$ cat src/irem_pkg.sv
package irem_pkg;
  // register indices on the control port
  localparam logic [7:0] ADDR_FLOOR_RISE = 8'h0A;
  localparam logic [7:0] ADDR_SILENCE_RISE = 8'h0B;
  localparam logic [7:0] ADDR_RAMP_RISE = 8'h0C;
  localparam logic [7:0] ADDR_MISC_RISE = 8'h0D;
  localparam logic [7:0] ADDR_FLOOR_FALL = 8'h0F;
  localparam logic [7:0] ADDR_SILENCE_FALL = 8'h10;
  localparam logic [7:0] ADDR_RAMP_FALL = 8'h11;
  localparam logic [7:0] ADDR_MISC_FALL = 8'h12;
  localparam logic [7:0] ADDR_FLOOR_CLR = 8'h14;
  localparam logic [7:0] ADDR_SILENCE_CLR = 8'h15;
  localparam logic [7:0] ADDR_RAMP_CLR = 8'h16;
  localparam logic [7:0] ADDR_MISC_CLR = 8'h17;
  localparam logic [7:0] ADDR_FLOOR_SRC = 8'hEA;
  localparam logic [7:0] ADDR_SILENCE_SRC = 8'hEB;
  localparam logic [7:0] ADDR_RAMP_SRC = 8'hEC;
  localparam logic [7:0] ADDR_MISC_SRC = 8'hED;
  // reset value and misc field layout
  localparam logic [7:0] MASK_RESET = 8'h00;
  localparam logic [7:0] MISC_USED = 8'hE3; // bits 4:2 reserved
  localparam int NUM_GROUPS = 4;
endpackage

$ cat src/irem_top.sv
// Notes on behaviour
// - rise mask bit one: a low-to-high flag change becomes a pending interrupt
// - rise mask bit zero: a low-to-high flag change is ignored
// - volume-floor rise masks: bit 7 is channel 8, bit 0 channel 1, reset zero
// - automute rise masks: channel 8 at bit 7, channel 1 at bit 0, reset zero
// - full-ramp rise masks: channel 8 at bit 7, channel 1 at bit 0, reset zero
// - misc rise: override mask bits 7:6, frame valid bit 5, 4:2 reserved
// - misc rise: clock-loss mask bit 1, packed-dsd mask bit 0, reset zero
// - separate fall masks: zero ignores high-to-low change, one services it
// - writing one to a clear bit clears that pending interrupt
module irem_top (
  input wire logic CLK,
  input wire logic SYS_RST,
  input wire logic REG_WE,
  input wire logic REG_RE,
  input wire logic [7:0] REG_ADDR,
  input wire logic [7:0] REG_WDATA,
  input wire logic [7:0] FLOOR_FLAGS,
  input wire logic [7:0] SILENCE_FLAGS,
  input wire logic [7:0] RAMP_DONE_FLAGS,
  input wire logic [7:0] MISC_FLAGS,
  output logic [7:0] REG_RDATA,
  output logic REG_RVALID,
  output logic IRQ
);

  // group 0 floor, 1 silence (automute), 2 ramp done, 3 misc
  logic [7:0] rise_en_ff [4];
  logic [7:0] fall_en_ff [4];
  logic [7:0] pend_ff [4];
  logic [7:0] flag_prev_ff [4];

  // flag view per group and the bits that exist in it
  logic [7:0] flags [4];
  logic [7:0] used [4];

  // registered outputs
  logic [7:0] rdata_ff;
  logic rvalid_ff;
  logic irq_ff;

  // per-group summaries feeding the output stage
  logic [3:0] any_pend;
  logic [7:0] rd_term [4];

  // named enable bits of the volume-floor field
  wire [7:0] floor_rise_en = rise_en_ff[0];
  wire floor_ch1_rise_en = floor_rise_en[0];
  wire floor_ch8_rise_en = floor_rise_en[7];

  // named enable bits of the automute field
  wire silence_ch1_rise_en = rise_en_ff[1][0];
  wire silence_ch8_rise_en = rise_en_ff[1][7];

  // named enable bits of the full-ramp field
  wire ramp_done_ch1_rise_en = rise_en_ff[2][0];
  wire ramp_done_ch8_rise_en = rise_en_ff[2][7];

  // named fields of the misc rise register
  wire [1:0] source_override_rise_en = rise_en_ff[3][7:6];
  wire frame_valid_rise_en = rise_en_ff[3][5];
  wire link_clock_loss_rise_en = rise_en_ff[3][1];
  wire packed_dsd_rise_en = rise_en_ff[3][0];

  // first fall enable, kept for symmetry with the rise side
  wire floor_ch1_fall_en = fall_en_ff[0][0];

  // misc rise readback rebuilt from its named fields
  wire [7:0] misc_rise_view = {
    source_override_rise_en,
    frame_valid_rise_en,
    3'h0,
    link_clock_loss_rise_en,
    packed_dsd_rise_en
  };

  // readback view of each rise mask register
  logic [7:0] rise_view [4];
  assign rise_view[0] = floor_rise_en;
  assign rise_view[1] = rise_en_ff[1];
  assign rise_view[2] = rise_en_ff[2];
  assign rise_view[3] = misc_rise_view;

  // source flags per group; misc reserved bits never set
  assign flags[0] = FLOOR_FLAGS;
  assign flags[1] = SILENCE_FLAGS;
  assign flags[2] = RAMP_DONE_FLAGS;
  assign flags[3] = MISC_FLAGS & irem_pkg::MISC_USED;

  // bits that exist in each group
  assign used[0] = 8'hFF;
  assign used[1] = 8'hFF;
  assign used[2] = 8'hFF;
  assign used[3] = irem_pkg::MISC_USED;

  // rise mask register indices
  wire [7:0] rise_addr [4] = '{
    irem_pkg::ADDR_FLOOR_RISE,
    irem_pkg::ADDR_SILENCE_RISE,
    irem_pkg::ADDR_RAMP_RISE,
    irem_pkg::ADDR_MISC_RISE
  };

  // fall mask register indices
  wire [7:0] fall_addr [4] = '{
    irem_pkg::ADDR_FLOOR_FALL,
    irem_pkg::ADDR_SILENCE_FALL,
    irem_pkg::ADDR_RAMP_FALL,
    irem_pkg::ADDR_MISC_FALL
  };

  // clear register indices, write-only, read as zero
  wire [7:0] clr_addr [4] = '{
    irem_pkg::ADDR_FLOOR_CLR,
    irem_pkg::ADDR_SILENCE_CLR,
    irem_pkg::ADDR_RAMP_CLR,
    irem_pkg::ADDR_MISC_CLR
  };

  // pending readback indices
  wire [7:0] src_addr [4] = '{
    irem_pkg::ADDR_FLOOR_SRC,
    irem_pkg::ADDR_SILENCE_SRC,
    irem_pkg::ADDR_RAMP_SRC,
    irem_pkg::ADDR_MISC_SRC
  };

  // one slice per group: decode, edges, masks and pending bits
  genvar g;
  generate
    for (g = 0; g < irem_pkg::NUM_GROUPS; g++) begin : grp
      // write strobes of this group's registers
      wire wr_rise = REG_WE && (REG_ADDR == rise_addr[g]);
      wire wr_fall = REG_WE && (REG_ADDR == fall_addr[g]);
      wire wr_clr = REG_WE && (REG_ADDR == clr_addr[g]);

      // read selects of this group's registers
      wire sel_rise = (REG_ADDR == rise_addr[g]);
      wire sel_fall = (REG_ADDR == fall_addr[g]);
      wire sel_src = (REG_ADDR == src_addr[g]);

      // edge detection against the previous sample
      wire [7:0] rose = flags[g] & ~flag_prev_ff[g];
      wire [7:0] fell = ~flags[g] & flag_prev_ff[g] & used[g];

      // masks decide which edges are serviced
      wire [7:0] hit_rise = rose & rise_en_ff[g];
      wire [7:0] hit_fall = fell & fall_en_ff[g];

      // clear bits only count during a clear write
      wire [7:0] clr = wr_clr ? REG_WDATA : 8'h00;

      // new edges win over a same-cycle clear
      wire [7:0] nxt_pend =
        (pend_ff[g] & ~clr) |
        hit_rise |
        hit_fall;

      // any pending bit in this group
      assign any_pend[g] = |pend_ff[g];

      // read data term; other indices give zero
      assign rd_term[g] =
        (sel_rise ? rise_view[g] : 8'h00) |
        (sel_fall ? fall_en_ff[g] : 8'h00) |
        (sel_src ? pend_ff[g] : 8'h00);

      // mask registers, reserved bits held at zero
      always_ff @(posedge CLK) begin
        if (SYS_RST) begin
          rise_en_ff[g] <= irem_pkg::MASK_RESET;
          fall_en_ff[g] <= irem_pkg::MASK_RESET;
        end else begin
          if (wr_rise) begin
            rise_en_ff[g] <= REG_WDATA & used[g];
          end
          if (wr_fall) begin
            fall_en_ff[g] <= REG_WDATA & used[g];
          end
        end
      end

      // pending flags and previous flag sample
      always_ff @(posedge CLK) begin
        if (SYS_RST) begin
          pend_ff[g] <= irem_pkg::MASK_RESET;
          flag_prev_ff[g] <= irem_pkg::MASK_RESET;
        end else begin
          pend_ff[g] <= nxt_pend;
          flag_prev_ff[g] <= flags[g];
        end
      end
    end
  endgenerate

  // or of the per-group read terms
  wire [7:0] nxt_rdata =
    rd_term[0] |
    rd_term[1] |
    rd_term[2] |
    rd_term[3];

  // any group pending raises the interrupt
  wire nxt_irq = |any_pend;

  // read data, valid strobe and interrupt output
  // read data is zero outside the valid cycle
  always_ff @(posedge CLK) begin
    if (SYS_RST) begin
      rdata_ff <= irem_pkg::MASK_RESET;
      rvalid_ff <= 1'b0;
      irq_ff <= 1'b0;
    end else begin
      rdata_ff <= REG_RE ? nxt_rdata : 8'h00;
      rvalid_ff <= REG_RE;
      irq_ff <= nxt_irq;
    end
  end

  // ports come straight from the output flops
  assign REG_RDATA = rdata_ff;
  assign REG_RVALID = rvalid_ff;
  assign IRQ = irq_ff;
endmodule

$ cat config.mk
export PLATFORM = sky130hd
export DESIGN_NAME = irem_top
export DESIGN_NICKNAME = d
export VERILOG_FILES = /design/src/irem_pkg.sv /design/src/irem_top.sv
export SDC_FILE = /design/constraint.sdc
export NUM_CORES = 1
export LEC_CHECK = 0
export CORE_UTILIZATION = 55
export CTS_CLUSTER_DIAMETER = 40
export CTS_CLUSTER_SIZE = 8
export DETAILED_ROUTE_END_ITERATION = 7
export DONT_BUFFER_PORTS = 1
export PLACE_DENSITY = 0.7
export SYNTH_ARGS = -nofsm -noshare
export SYNTH_HDL_FRONTEND = slang
export SYNTH_SLANG_ARGS = --single-unit
$ cat constraint.sdc
create_clock -name CLK -period 4.2 [get_ports CLK]
set_clock_uncertainty 0.15 [all_clocks]
set_input_delay 0.42 -clock CLK [delete_from_list [all_inputs] [get_ports CLK]]
set_output_delay 0.42 -clock CLK [all_outputs]
set_load 0.005 [all_outputs]
==> metrics.txt <==
power share of the combinational group=approximately 7%; slowest stage delay, CP=just over 0.9 ns; critical path data arrival time=2.57 ns; Unique masters post-synth=42; hpwl dp=between 10000 and 15000 µm; worst slew pin tran=1.26 ns; Internal=approximately 2400 µW; # Post-CTS Setup Buffers=0; clock share of power=between 40% and 50%; CTS tree=yes; CP delay by family, top=simple AND/OR/NAND/NOR gates; final setup fails=0; Post-Syn Area=5790 µm²; cell leakage power=roughly 0.0024 µW; # hold bufs at CTS=just over 40; Post-synth EDFFs=58; fraction of the cycle the final worst path needs=59.9%; Peak VDD IR=0.000303 V; Area Overhead vs Synth=19.1%; Vias/cell=6.69; NumNets Final=626; Mapped Nets=about 600; Port Buf Inserts=0; commonest non-fill, non-tap cell in the layout=dfxtp_1; Clock Sinks=about 130; antenna viol nets, final=0; Post-synth ARST share=0%; status=completed; min Tclk post-route=around 2.5 ns; required time of the worst setup path=4.25 ns; CP startpoint kind=primary input; WL met1=6950 µm; most frequent cells in the layout=71 x dfxtp_1, 60 x nand3b_1, 58 x edfxtp_1; DRT Pass-1 Iters=5; syn_area_per_cell=10.7 µm²; CP endpoint kind=flip-flop; final hold violation count=0; Ports=between 60 and 70; CP max stage cell=or4_1; Initial Util=a little under three fifths; Max Fclk=around 0.40 GHz; Worst Hold Class=in -> reg; vias in the first global route=4773; clock slew at reported path FFs=roughly 0.060 ns; max-slew violations=0; R2R Setup Slk=2.65 ns; DR top layer=met4; Post-route DRC=0; Met3 Wirelength=1890 µm; pwr dens=459 nW/µm²; TNS Setup=0 ns; clk_lat worst skew=0.54 ns; initial antenna violation count=0; largest net degree at the start of global routing=63; CP max FO=21; routed len/inst=24.2 µm; met2 wire length=8050 µm; CTS-repair resized insts=0; hold slack=0.0507 ns; cts bufs inserted=17; Placer Congestion=0.922; Rows=37; core box area=just over 10000 µm²; Main synth FF type=dfxtp_1; gr ovfl total=0; Die Y-Extent=roughly 100 µm; max_slew headroom=16.3%; H-tree Lvls=4; maxcap violations=0; total track usage=between 30% and 40%; first-pass GRT wire length=~27000 µm; die area=~11000 µm²; Flop pwr share=between 40 and 50%; # diodes=0; sw frac=between 20% and 30%; Yosys reg bits=between 100 and 150; Seq/Total Area, Yosys=between 50 and 60%; routed via count=slightly below 5000; WL final=roughly 18000 µm; Die Width=~100 µm; crit path kind=in -> reg; share of cells above drive strength 1=~7.5%; unrepaired setup endpoints after global routing=no; Starting DRT DRC Count=521; buffer levels on the longest clock path=2; WP buf/inv=0; Post-Syn Instances=between 500 and 600; Critical Path, Cell by Cell=or4_1, nor2_1, a41o_1; Synth warnings=0; Root Driver=clkbuf_8; Net Sw Power=approximately 730 µW
==> power by group through the flow <==
stage               Combinational (µW)  Clock [µW]  Sequential, µW
floorplan                          147           0            1430
global placement                   155           0            1450
detailed placement                 160           0            1460
CTS                                216        1510            1430
global route                       237        1560            1440
finish                             221        1510            1430
==> cells in the mapped netlist (2+ instances only) <==
master,n,area share [%]
dfxtp_1,71,25
or4_1,2,0.26
nand3_1,7,0.60
a31o_2,2,0.30
nand3b_1,60,7.8
inv_1,14,0.91
a22o_1,5,0.76
and3_1,4,0.43
clkbuf_1,20,1.3
o21ai_0,32,2.8
nor2_1,17,1.1
a21o_1,3,0.39
buf_2,7,0.60
a32oi_1,4,0.60
a21oi_1,8,0.69
nand2_1,6,0.39
mux2i_1,24,4.1
a31oi_1,35,3.8
nand4_1,5,0.54
a221oi_1,2,0.30
nor4_1,33,3.6
edfxtp_1,58,30
buf_1,4,0.26
nor2b_1,32,3.5
mux2_2,4,0.78
o22ai_1,5,0.54
o32a_1,4,0.69
and2_1,23,2.5
nand2b_1,8,0.86
nor3_1,25,2.2
a22oi_1,7,0.91
a41o_1,2,0.35
==> layer usage <==
layer	GRT usage [%]	vias up
met1	44.9	2308
met3	8.30	56
met4	15.6	0
met5	0	-
li1	-	2145
met2	51.4	329
==> cells by family after synthesis <==
logic type	count (synthesis)	synth area share [%]
simple gates	229	25.0
flops	129	54.6
compound gates	111	12.4
buf+inv	46	3.13
mux	28	4.93
==> sequential cells by signal (all words and copies together), names as in the netlist <==
| register | flops |
|---|---|
| IRQ | 1 |
| rise_en_ff | 29 |
| REG_RDATA | 8 |
| pend_ff | 32 |
| fall_en_ff | 29 |
| REG_RVALID | 1 |
| flag_prev_ff | 29 |
==> path summary, 6_finish.rpt <==
path,cells after the start,from,end
worst max-delay path,3,REG_ADDR[5],fall_en_ff[0][3]
worst min-delay path,4,RAMP_DONE_FLAGS[7],pend_ff[2][7]
worst max register to register,4,pend_ff[1][1],IRQ
worst min register to register,2,pend_ff[3][3],pend_ff[3][3]
==> final cells by class <==
cell class	instances	area [µm²]
tap	136	170
inverter	15	56.3
clock inverter	11	123
fill	815	3380
clock buffer	21	493
timing repair buffer	43	443
sequential	129	3160
multi-input combinational	368	2450
==> tightest hold or removal path, delay by kind of cell <==
| family | cells | cell delay, ns |
|---|---|---|
| compound gates | 2 | 0.20 |
| simple gates | 2 | 0.07 |
==> through the flow <==
stage / total power [µW] / setup WS, ns / cells / util (%) / cell area (µm²)
4_1_cts: 3160 / 1.74 / 723 / 67.1 / 6890
5_1_grt: 3240 / 1.64 / 723 / 67.1 / 6890
2_1_floorplan: 1580 / 1.95 / 543 / - / 5790
6_report: 3160 / 1.68 / 723 / 67.1 / 6890
3_3_place_gp: 1610 / 1.25 / 650 / 56.9 / 5850
3_5_place_dp: 1620 / 1.18 / 650 / 56.9 / 5850
(Power assumes the default switching activity.)
